`config.mk`:
```
export PLATFORM = sky130hd
export DESIGN_NAME = iqgpd_regs
export DESIGN_NICKNAME = d
export VERILOG_FILES = /design/src/hw/iqgpd_pkg.sv /design/src/hw/iqgpd_regs.sv
export VERILOG_INCLUDE_DIRS = /design/src /design/src/hw
export SDC_FILE = /design/constraint.sdc
export NUM_CORES = 2
export LEC_CHECK = 0
export CORE_AREA = 2 2 352 180
export CTS_BUF_LIST = sky130_fd_sc_hd__clkbuf_2 sky130_fd_sc_hd__clkbuf_4 sky130_fd_sc_hd__clkbuf_8
export CTS_CLUSTER_SIZE = 20
export DETAILED_ROUTE_END_ITERATION = 12
export DIE_AREA = 0 0 354 182
export DONT_BUFFER_PORTS = 1
export PLACE_DENSITY = 0.73
export RECOVER_POWER = 50
export SLEW_MARGIN = 25
export SYNTH_ARGS = -nofsm -noshare
export SYNTH_HDL_FRONTEND = slang
export SYNTH_SLANG_ARGS = --single-unit
```
`constraint.sdc`:
```
create_clock -name SYS_CLK_IN -period 6.64 [get_ports SYS_CLK_IN]
set_input_delay 0.996 -clock SYS_CLK_IN [delete_from_list [all_inputs] [get_ports SYS_CLK_IN]]
set_output_delay 0.996 -clock SYS_CLK_IN [all_outputs]
set_load 0.01 [all_outputs]
```
`src/hw/iqgpd_map.svh`:
```
// Register offsets, field positions, reset values and sizes of the IQ gain, phase and delay bank.
`ifndef IQGPD_MAP_SVH
`define IQGPD_MAP_SVH
`define IQGPD_OFS_GAIN_C      5'h0e
`define IQGPD_OFS_GAIN_D_DLY  5'h0f
`define IQGPD_OFS_PHASE_AB    5'h10
`define IQGPD_RST_GAIN        11'h400
`define IQGPD_RST_PHASE       12'h000
`define IQGPD_RST_DLY         2'h0
`define IQGPD_GAIN_HI         10
`define IQGPD_PHASE_HI        11
`define IQGPD_DLY_AB_HI       15
`define IQGPD_DLY_AB_LO       14
`define IQGPD_DLY_CD_HI       13
`define IQGPD_DLY_CD_LO       12
`define IQGPD_GAIN_FRAC       10
`define IQGPD_PHASE_FRAC      12
`define IQGPD_RESV_GAIN_D     11
`define IQGPD_MAX_DLY         3
`endif

```
`src/hw/iqgpd_pkg.sv`:
```
// Types shared by the IQ gain, phase and delay bank.
package iqgpd_pkg;
  typedef struct packed {
    logic [10:0] gain_c;
    logic [10:0] gain_d;
    logic [11:0] phase_ab;
  } iqgpd_corr_t;

  typedef struct packed {
    logic [15:0] a;
    logic [15:0] b;
    logic [15:0] c;
    logic [15:0] d;
  } iqgpd_samples_t;
endpackage : iqgpd_pkg

```
`src/hw/iqgpd_regs.sv`:
```
// Gain C/D, pair output delay and AB phase registers with the correction datapath they steer.
//
// Decided for this implementation: the address-and-strobe port.
`timescale 1ns/1ps
`include "iqgpd_map.svh"

module iqgpd_regs (
  input  wire logic                   SYS_CLK_IN,     // 10 MHz clock
  input  wire logic                   RST_N_IN,       // Async reset, active low
  input  wire logic [4:0]             ADDR_IN,        // Register index
  input  wire logic [15:0]            WDATA_IN,       // Write data
  input  wire logic                   WR_IN,          // Write strobe
  input  wire logic                   RD_IN,          // Read strobe
  input  wire logic                   AUTOSYNC_EN_IN, // Auto-sync enable level
  input  wire iqgpd_pkg::iqgpd_samples_t SAMPLE_IN,   // Input samples A-D
  output logic [15:0]                 RDATA_OUT,      // Read data, one cycle later
  output iqgpd_pkg::iqgpd_samples_t   SAMPLE_OUT      // Corrected A, C and D with uncorrected B, delayed
);

  // ----------------------------------------------------------------------
  // Staged registers and bus decode
  // ----------------------------------------------------------------------
  logic [10:0]            gain_corr_chan_c;
  logic [10:0]            gain_corr_chan_d;
  logic [1:0]             pair_ab_out_latency;
  logic [1:0]             pair_cd_out_latency;
  logic [11:0]            phase_corr_pair_ab;
  iqgpd_pkg::iqgpd_corr_t active;
  logic                   autosync_en_s1;
  logic                   autosync_en;

  wire wr_gain_c  = WR_IN && (ADDR_IN == `IQGPD_OFS_GAIN_C);
  wire wr_gain_d  = WR_IN && (ADDR_IN == `IQGPD_OFS_GAIN_D_DLY);
  wire wr_phase   = WR_IN && (ADDR_IN == `IQGPD_OFS_PHASE_AB);
  wire do_sync    = wr_phase && autosync_en;

  // Reserved bits are neither stored nor driven, so they read as zero.
  wire [15:0] rd_gain_c = {5'h00, gain_corr_chan_c};
  wire [15:0] rd_gain_d = {pair_ab_out_latency, pair_cd_out_latency, 1'b0, gain_corr_chan_d};
  wire [15:0] rd_phase  = {4'h0, phase_corr_pair_ab};
  wire [15:0] next_rdata = (ADDR_IN == `IQGPD_OFS_GAIN_C)     ? rd_gain_c :
                           (ADDR_IN == `IQGPD_OFS_GAIN_D_DLY) ? rd_gain_d :
                           (ADDR_IN == `IQGPD_OFS_PHASE_AB)   ? rd_phase  : 16'h0000;

  // The enable is a pin level, so it is synchronised before use.
  always_ff @(posedge SYS_CLK_IN or negedge RST_N_IN) begin
    if (!RST_N_IN) begin
      autosync_en_s1 <= 1'b0;
      autosync_en    <= 1'b0;
    end else begin
      autosync_en_s1 <= AUTOSYNC_EN_IN;
      autosync_en    <= autosync_en_s1;
    end
  end

  always_ff @(posedge SYS_CLK_IN or negedge RST_N_IN) begin
    if (!RST_N_IN) begin
      gain_corr_chan_c    <= `IQGPD_RST_GAIN;
      gain_corr_chan_d    <= `IQGPD_RST_GAIN;
      pair_ab_out_latency <= `IQGPD_RST_DLY;
      pair_cd_out_latency <= `IQGPD_RST_DLY;
      phase_corr_pair_ab  <= `IQGPD_RST_PHASE;
    end else begin
      if (wr_gain_c) begin
        gain_corr_chan_c <= WDATA_IN[`IQGPD_GAIN_HI:0];
      end
      if (wr_gain_d) begin
        gain_corr_chan_d    <= WDATA_IN[`IQGPD_GAIN_HI:0];
        pair_ab_out_latency <= WDATA_IN[`IQGPD_DLY_AB_HI:`IQGPD_DLY_AB_LO];
        pair_cd_out_latency <= WDATA_IN[`IQGPD_DLY_CD_HI:`IQGPD_DLY_CD_LO];
      end
      if (wr_phase) begin
        phase_corr_pair_ab <= WDATA_IN[`IQGPD_PHASE_HI:0];
      end
    end
  end

  always_ff @(posedge SYS_CLK_IN or negedge RST_N_IN) begin
    if (!RST_N_IN) begin
      RDATA_OUT <= 16'h0000;
    end else if (RD_IN) begin
      RDATA_OUT <= next_rdata;
    end
  end

  // ----------------------------------------------------------------------
  // Active correction set, loaded only by auto-sync
  // ----------------------------------------------------------------------
  // The phase takes the bus word directly so that all three values land in the same edge.
  always_ff @(posedge SYS_CLK_IN or negedge RST_N_IN) begin
    if (!RST_N_IN) begin
      active.gain_c   <= `IQGPD_RST_GAIN;
      active.gain_d   <= `IQGPD_RST_GAIN;
      active.phase_ab <= `IQGPD_RST_PHASE;
    end else if (do_sync) begin
      active.gain_c   <= gain_corr_chan_c;
      active.gain_d   <= gain_corr_chan_d;
      active.phase_ab <= WDATA_IN[`IQGPD_PHASE_HI:0];
    end
  end

  // ----------------------------------------------------------------------
  // Correction arithmetic
  // ----------------------------------------------------------------------
  function automatic logic [15:0] sat16(input logic signed [31:0] v);
    if (v > 32'sh00007fff) begin
      sat16 = 16'h7fff;
    end else if (v < -32'sh00008000) begin
      sat16 = 16'h8000;
    end else begin
      sat16 = v[15:0];
    end
  endfunction : sat16

  // Unsigned 1.10 gain times a signed sample.
  function automatic logic [15:0] gain_mul(input logic [15:0] s, input logic [10:0] g);
    logic signed [31:0] p;
    p = $signed({{16{s[15]}}, s}) * $signed({21'h00000, g});
    gain_mul = sat16(p >>> `IQGPD_GAIN_FRAC);
  endfunction : gain_mul

  // The phase word counts in steps of 1/4096, so its span is -0.5 up to just under 0.5.
  wire signed [31:0] phase_prod = $signed({{16{SAMPLE_IN.b[15]}}, SAMPLE_IN.b}) *
                                  $signed({{20{active.phase_ab[11]}}, active.phase_ab});
  wire signed [31:0] a_sum = $signed({{16{SAMPLE_IN.a[15]}}, SAMPLE_IN.a}) +
                             (phase_prod >>> `IQGPD_PHASE_FRAC);
  wire [15:0] corr_a = sat16(a_sum);
  wire [15:0] corr_c = gain_mul(SAMPLE_IN.c, active.gain_c);
  wire [15:0] corr_d = gain_mul(SAMPLE_IN.d, active.gain_d);

  // ----------------------------------------------------------------------
  // Pair delay lines
  // ----------------------------------------------------------------------
  logic [31:0] ab_line [0:`IQGPD_MAX_DLY];
  logic [31:0] cd_line [0:`IQGPD_MAX_DLY];

  // Both channels of a pair share one line, so their alignment cannot drift.
  always_ff @(posedge SYS_CLK_IN or negedge RST_N_IN) begin
    if (!RST_N_IN) begin
      for (int i = 0; i <= `IQGPD_MAX_DLY; i++) begin
        ab_line[i] <= 32'h00000000;
        cd_line[i] <= 32'h00000000;
      end
    end else begin
      ab_line[0] <= {corr_a, SAMPLE_IN.b};
      cd_line[0] <= {corr_c, corr_d};
      for (int i = 1; i <= `IQGPD_MAX_DLY; i++) begin
        ab_line[i] <= ab_line[i-1];
        cd_line[i] <= cd_line[i-1];
      end
    end
  end

  wire [31:0] ab_sel = ab_line[pair_ab_out_latency];
  wire [31:0] cd_sel = cd_line[pair_cd_out_latency];

  always_ff @(posedge SYS_CLK_IN or negedge RST_N_IN) begin
    if (!RST_N_IN) begin
      SAMPLE_OUT <= '0;
    end else begin
      SAMPLE_OUT <= {ab_sel, cd_sel};
    end
  end

  // ----------------------------------------------------------------------
  // Assertions
  // ----------------------------------------------------------------------
  gain_staging_a: assert property (
    @(posedge SYS_CLK_IN) disable iff (!RST_N_IN)
    !do_sync |=> $stable(active)
  ) else $error("active set changed without sync");

  sync_load_a: assert property (
    @(posedge SYS_CLK_IN) disable iff (!RST_N_IN)
    do_sync |=> active.gain_c == $past(gain_corr_chan_c) &&
                active.phase_ab == $past(WDATA_IN[`IQGPD_PHASE_HI:0])
  ) else $error("sync load wrong");

  sync_gain_d_a: assert property (
    @(posedge SYS_CLK_IN) disable iff (!RST_N_IN)
    do_sync |=> active.gain_d == $past(gain_corr_chan_d)
  ) else $error("sync load of gain d wrong");

  gain_c_store_a: assert property (
    @(posedge SYS_CLK_IN) disable iff (!RST_N_IN)
    wr_gain_c |=> gain_corr_chan_c == $past(WDATA_IN[`IQGPD_GAIN_HI:0])
  ) else $error("gain c store");

  gain_d_store_a: assert property (
    @(posedge SYS_CLK_IN) disable iff (!RST_N_IN)
    wr_gain_d |=> gain_corr_chan_d == $past(WDATA_IN[`IQGPD_GAIN_HI:0])
  ) else $error("gain d store");

  dly_ab_store_a: assert property (
    @(posedge SYS_CLK_IN) disable iff (!RST_N_IN)
    wr_gain_d |=> pair_ab_out_latency == $past(WDATA_IN[`IQGPD_DLY_AB_HI:`IQGPD_DLY_AB_LO])
  ) else $error("ab delay");

  dly_cd_store_a: assert property (
    @(posedge SYS_CLK_IN) disable iff (!RST_N_IN)
    wr_gain_d |=> pair_cd_out_latency == $past(WDATA_IN[`IQGPD_DLY_CD_HI:`IQGPD_DLY_CD_LO])
  ) else $error("cd delay");

  phase_read_a: assert property (
    @(posedge SYS_CLK_IN) disable iff (!RST_N_IN)
    RD_IN && ADDR_IN == `IQGPD_OFS_PHASE_AB |=> RDATA_OUT == 16'(phase_corr_pair_ab)
  ) else $error("phase readback");

  resv_zero_a: assert property (
    @(posedge SYS_CLK_IN) disable iff (!RST_N_IN)
    RD_IN && ADDR_IN == `IQGPD_OFS_GAIN_D_DLY |=> RDATA_OUT[`IQGPD_RESV_GAIN_D] == 1'b0
  ) else $error("reserved bit set");

  // Unmapped indices must read as zero so that software can probe the bank safely.
  unmapped_read_a: assert property (
    @(posedge SYS_CLK_IN) disable iff (!RST_N_IN)
    RD_IN && !(ADDR_IN inside {`IQGPD_OFS_GAIN_C, `IQGPD_OFS_GAIN_D_DLY, `IQGPD_OFS_PHASE_AB})
    |=> RDATA_OUT == 16'h0000
  ) else $error("unmapped read not zero");

  zero_phase_a: assert property (
    @(posedge SYS_CLK_IN) disable iff (!RST_N_IN)
    active.phase_ab == 12'h000 |-> corr_a == SAMPLE_IN.a
  ) else $error("phase leak");

  // The reset guards keep the delay lines' cleared contents out of the comparison.
  pair_align_a: assert property (
    @(posedge SYS_CLK_IN) disable iff (!RST_N_IN)
    pair_ab_out_latency == 2'h0 && $stable(pair_ab_out_latency) && $past(RST_N_IN) |=>
    SAMPLE_OUT.b == $past(SAMPLE_IN.b, 2)
  ) else $error("ab pair latency");

  cd_align_a: assert property (
    @(posedge SYS_CLK_IN) disable iff (!RST_N_IN)
    pair_cd_out_latency == 2'h0 && $past(RST_N_IN) |=>
    SAMPLE_OUT.c == $past(corr_c, 2) && SAMPLE_OUT.d == $past(corr_d, 2)
  ) else $error("cd pair latency");

  ab_max_delay_a: assert property (
    @(posedge SYS_CLK_IN) disable iff (!RST_N_IN)
    pair_ab_out_latency == 2'(`IQGPD_MAX_DLY) && $past(RST_N_IN, 4) |=>
    SAMPLE_OUT.a == $past(corr_a, 5) && SAMPLE_OUT.b == $past(SAMPLE_IN.b, 5)
  ) else $error("ab longest delay");

endmodule : iqgpd_regs

```
==> impl_metrics.tcl <==
set metrics [dict create \
    fin_skew_ns 0.0766 \
    synth_edf_count 0 \
    crit_fanout 7 \
    reg2regPathDepth 29 \
    place_congestion 0.942 \
    grt_pass1_vias 24100 \
    drt-initial-drc-count 1863 \
    layout-drive-gt1-share 0.171 \
    multi_input_area_sq_mm 0.0209 \
    ys_ff_latch 410 \
    place_inst 3844 \
    wl_um 87300 \
    synth_cell_types 76 \
    async_flop_share 1.00 \
    critPathLaunch "active[0]$_DFFE_PN0P_" \
    core_area_sq_mm 0.0618 \
    status "complete, but fails checks" \
    fillers 4865 \
    ir_worst_vdd_uv 933 \
    fmax_mhz 147 \
    power_density_mw_per_mm2 465 \
    slew_viol_final 181 \
    die_w_um 354 \
    synth_top_area_frac 0.304 \
    clk_latency_ns 0.75 \
    drt_pre_antenna_iters 5 \
    drc 0 \
    timing.rr.start "active[0]$_DFFE_PN0P_" \
    power_leakage_nw 18.0 \
    r2r_setup_slack_ns -0.17 \
    synth_common_cells "585 x inv_1, 497 x fa_1, 406 x dfrtp_1" \
    synth_nets 3762 \
    via_count 21600 \
    root_buffer "clkbuf_8" \
    cts_tree "built" \
    gr-total-overflow 0 \
    cp.arrival_ns 7.40 \
    r2r_end "ab_line[117]$_DFF_PN0_" \
    cts.htree.levels 2 \
    rsz0062_at_grt "true" \
    layout.cells.non_filler 3967 \
    via_per_inst 5.46 \
    drv_cap 3 \
    yosys.area.top_type "dfrtp_1" \
    hold_violations 0 \
    cts.sink_count 410 \
    cp_slowest_stage_delay_ns 0.54 \
    clockBufferDepth 3 \
    pre_cts_slack_ns -0.838 \
    synthCells 2986 \
    detail-route-antenna-nets 0 \
    violations "capacitance limit, slew limit, setup timing" \
    hp-class "input pin to asynchronous set/reset pin" \
    synth-warning-count 0 \
    regArea_sq_mm 0.0103 \
    grt_max_degree 132 \
    setup_viol 15 \
    fp-row-count 65 \
    worst_slew_margin_rel -2.22 \
    die_h_um 182 \
    yosysMostFrequentCell "inv_1" \
    crit_path_top_delay_cell "fa_1" \
    die-area_sq_mm 0.0644 \
    io_buffer_count 0 \
    postLayoutSetupSlackWorst_ns -0.170 \
    clk_pin_slew_ns 0.07 \
    path_common_cell "inv_1" \
    cp_data_required_time_ns 7.23 \
    pin_count 170 \
    synth.avg_cell_area_sq_um 11.2 \
    grt_pass1_wl_um 140000 \
    yosysSeqAreaShare 0.307 \
    fin_crit_sh 1.03 \
    synth_area_leaders "dfrtp_1 30%, fa_1 30%, ha_1 7.1%" \
    cts_buffers 58 \
    post_drt_wl_per_cell_um 22.0 \
    path_class "flip-flop to flip-flop" \
    grtUsageTotal 0.286 \
    fin_nets 3858 \
    synth_area_sq_mm 0.0334 \
    area.growth.synth_to_final_pct 11.3 \
    setup-tns-final_ns -2.00 \
    start_util 0.540 \
    period_needed_ns 6.81 \
    start_kind "flip-flop" \
    ys.flop_type "dfrtp_1" \
    end_kind "flip-flop" \
    antenna_found_initial 3 \
    worst_slew_pin_slew_ns 4.84 \
    dp_hpwl_um 67500 \
]
-- per-stage QoR --
step	hold WS, ns	power, W	utilization	cell area [sq um]
2_1_floorplan	0.331	0.00986	-	33500
3_3_place_gp	0.334	0.0132	0.569	35200
3_5_place_dp	0.337	0.0135	0.569	35200
4_1_cts	0.0178	0.0168	0.601	37100
5_1_grt	0.0305	0.0184	0.602	37200
6_report	0.0772	0.0173	0.602	37200
-- report_power, final --
part           internal, W  switching [W]  leakage, nW  total [W]
logic              0.00507        0.00570         12.3     0.0108
clock network      0.00131        0.00107        0.729    0.00237
registers          0.00345       0.000685         4.95    0.00414
-- cell type report --
| cell class | count | area share |
|---|---|---|
| Multi-Input combinational cell | 1862 | 0.563 |
| Clock inverter | 20 | 0.00831 |
| Inverter | 585 | 0.0590 |
| Timing Repair Buffer | 165 | 0.0359 |
| Clock buffer | 86 | 0.0291 |
| Antenna cell | 2 | 0.000135 |
| Tap cell | 837 | 0.0282 |
| Sequential cell | 410 | 0.276 |
-- sequential cells by signal (all words and copies together), names as in the netlist, 2 cells and up --
register             count
RDATA_OUT               16
SAMPLE_OUT              64
ab_line                128
active                  34
cd_line                128
gain_corr_chan_c        11
gain_corr_chan_d        11
pair_ab_out_latency      2
pair_cd_out_latency      2
phase_corr_pair_ab      12
-- worst max-delay path by stage --
stage                                  end  slack [ns]
global placement    ab_line[117]$_DFF_PN0_       -0.67
detailed placement  ab_line[117]$_DFF_PN0_       -0.84
floorplan           ab_line[120]$_DFF_PN0_       -0.48
global route        ab_line[121]$_DFF_PN0_       -0.40
finish              ab_line[117]$_DFF_PN0_       -0.17
CTS                 ab_line[119]$_DFF_PN0_       -0.07
-- layout by cell type (no fill, tap or decap), types with 11 or more instances in the layout --
cell	n
nor3_1	12
mux4_2	64
mux2_2	72
nor2_1	64
o21ai_0	31
a21oi_2	17
xor2_1	23
and2_1	202
a21oi_1	68
clkbuf_4	16
clkbuf_8	70
xnor2_1	52
buf_4	149
a21o_1	36
nand3_1	14
nand2_1	337
fa_1	488
o21a_1	16
inv_1	577
dfrtp_1	397
mux2i_1	14
ha_1	177
ha_4	11
-- worst max-delay path, delay by kind of cell, from the launching register on --
family / cells / cell delay, ns
buffers and inverters: 8 / 0.68
XOR/XNOR: 1 / 0.12
AND/OR/NAND/NOR: 3 / 0.41
AO/OA/AOI/OAI: 10 / 2.12
flip-flops: 1 / 0.53
adder cells (fa/ha/maj): 7 / 2.84
-- layer usage --
layer	vias up	GRT usage	wire, um
met2	911	0.377	34600
li1	9396	-	-
met4	2	0.0642	1900
met3	111	0.122	10700
met1	11200	0.433	40000
met5	-	0	67
-- what timing repair did --
item / in CTS / in global routing
endpoints found under the setup margin: 16 / 16
endpoints found under the hold margin: 81 / 0
buffers inserted: 11 / 2
gates resized for setup: 78 / 29
hold buffers: 4 / 0
gates cloned: 2 / 0
pin swaps: 16 / 20
-- logic make-up after synthesis --
family,after synthesis,share of synthesized area
compound gates,234,0.0465
xor+xnor,81,0.0217
fa+ha+maj,686,0.369
buf+inv,714,0.0809
flops,410,0.307
mux,150,0.0716
simple gates,711,0.103
(Power assumes the default switching activity.)
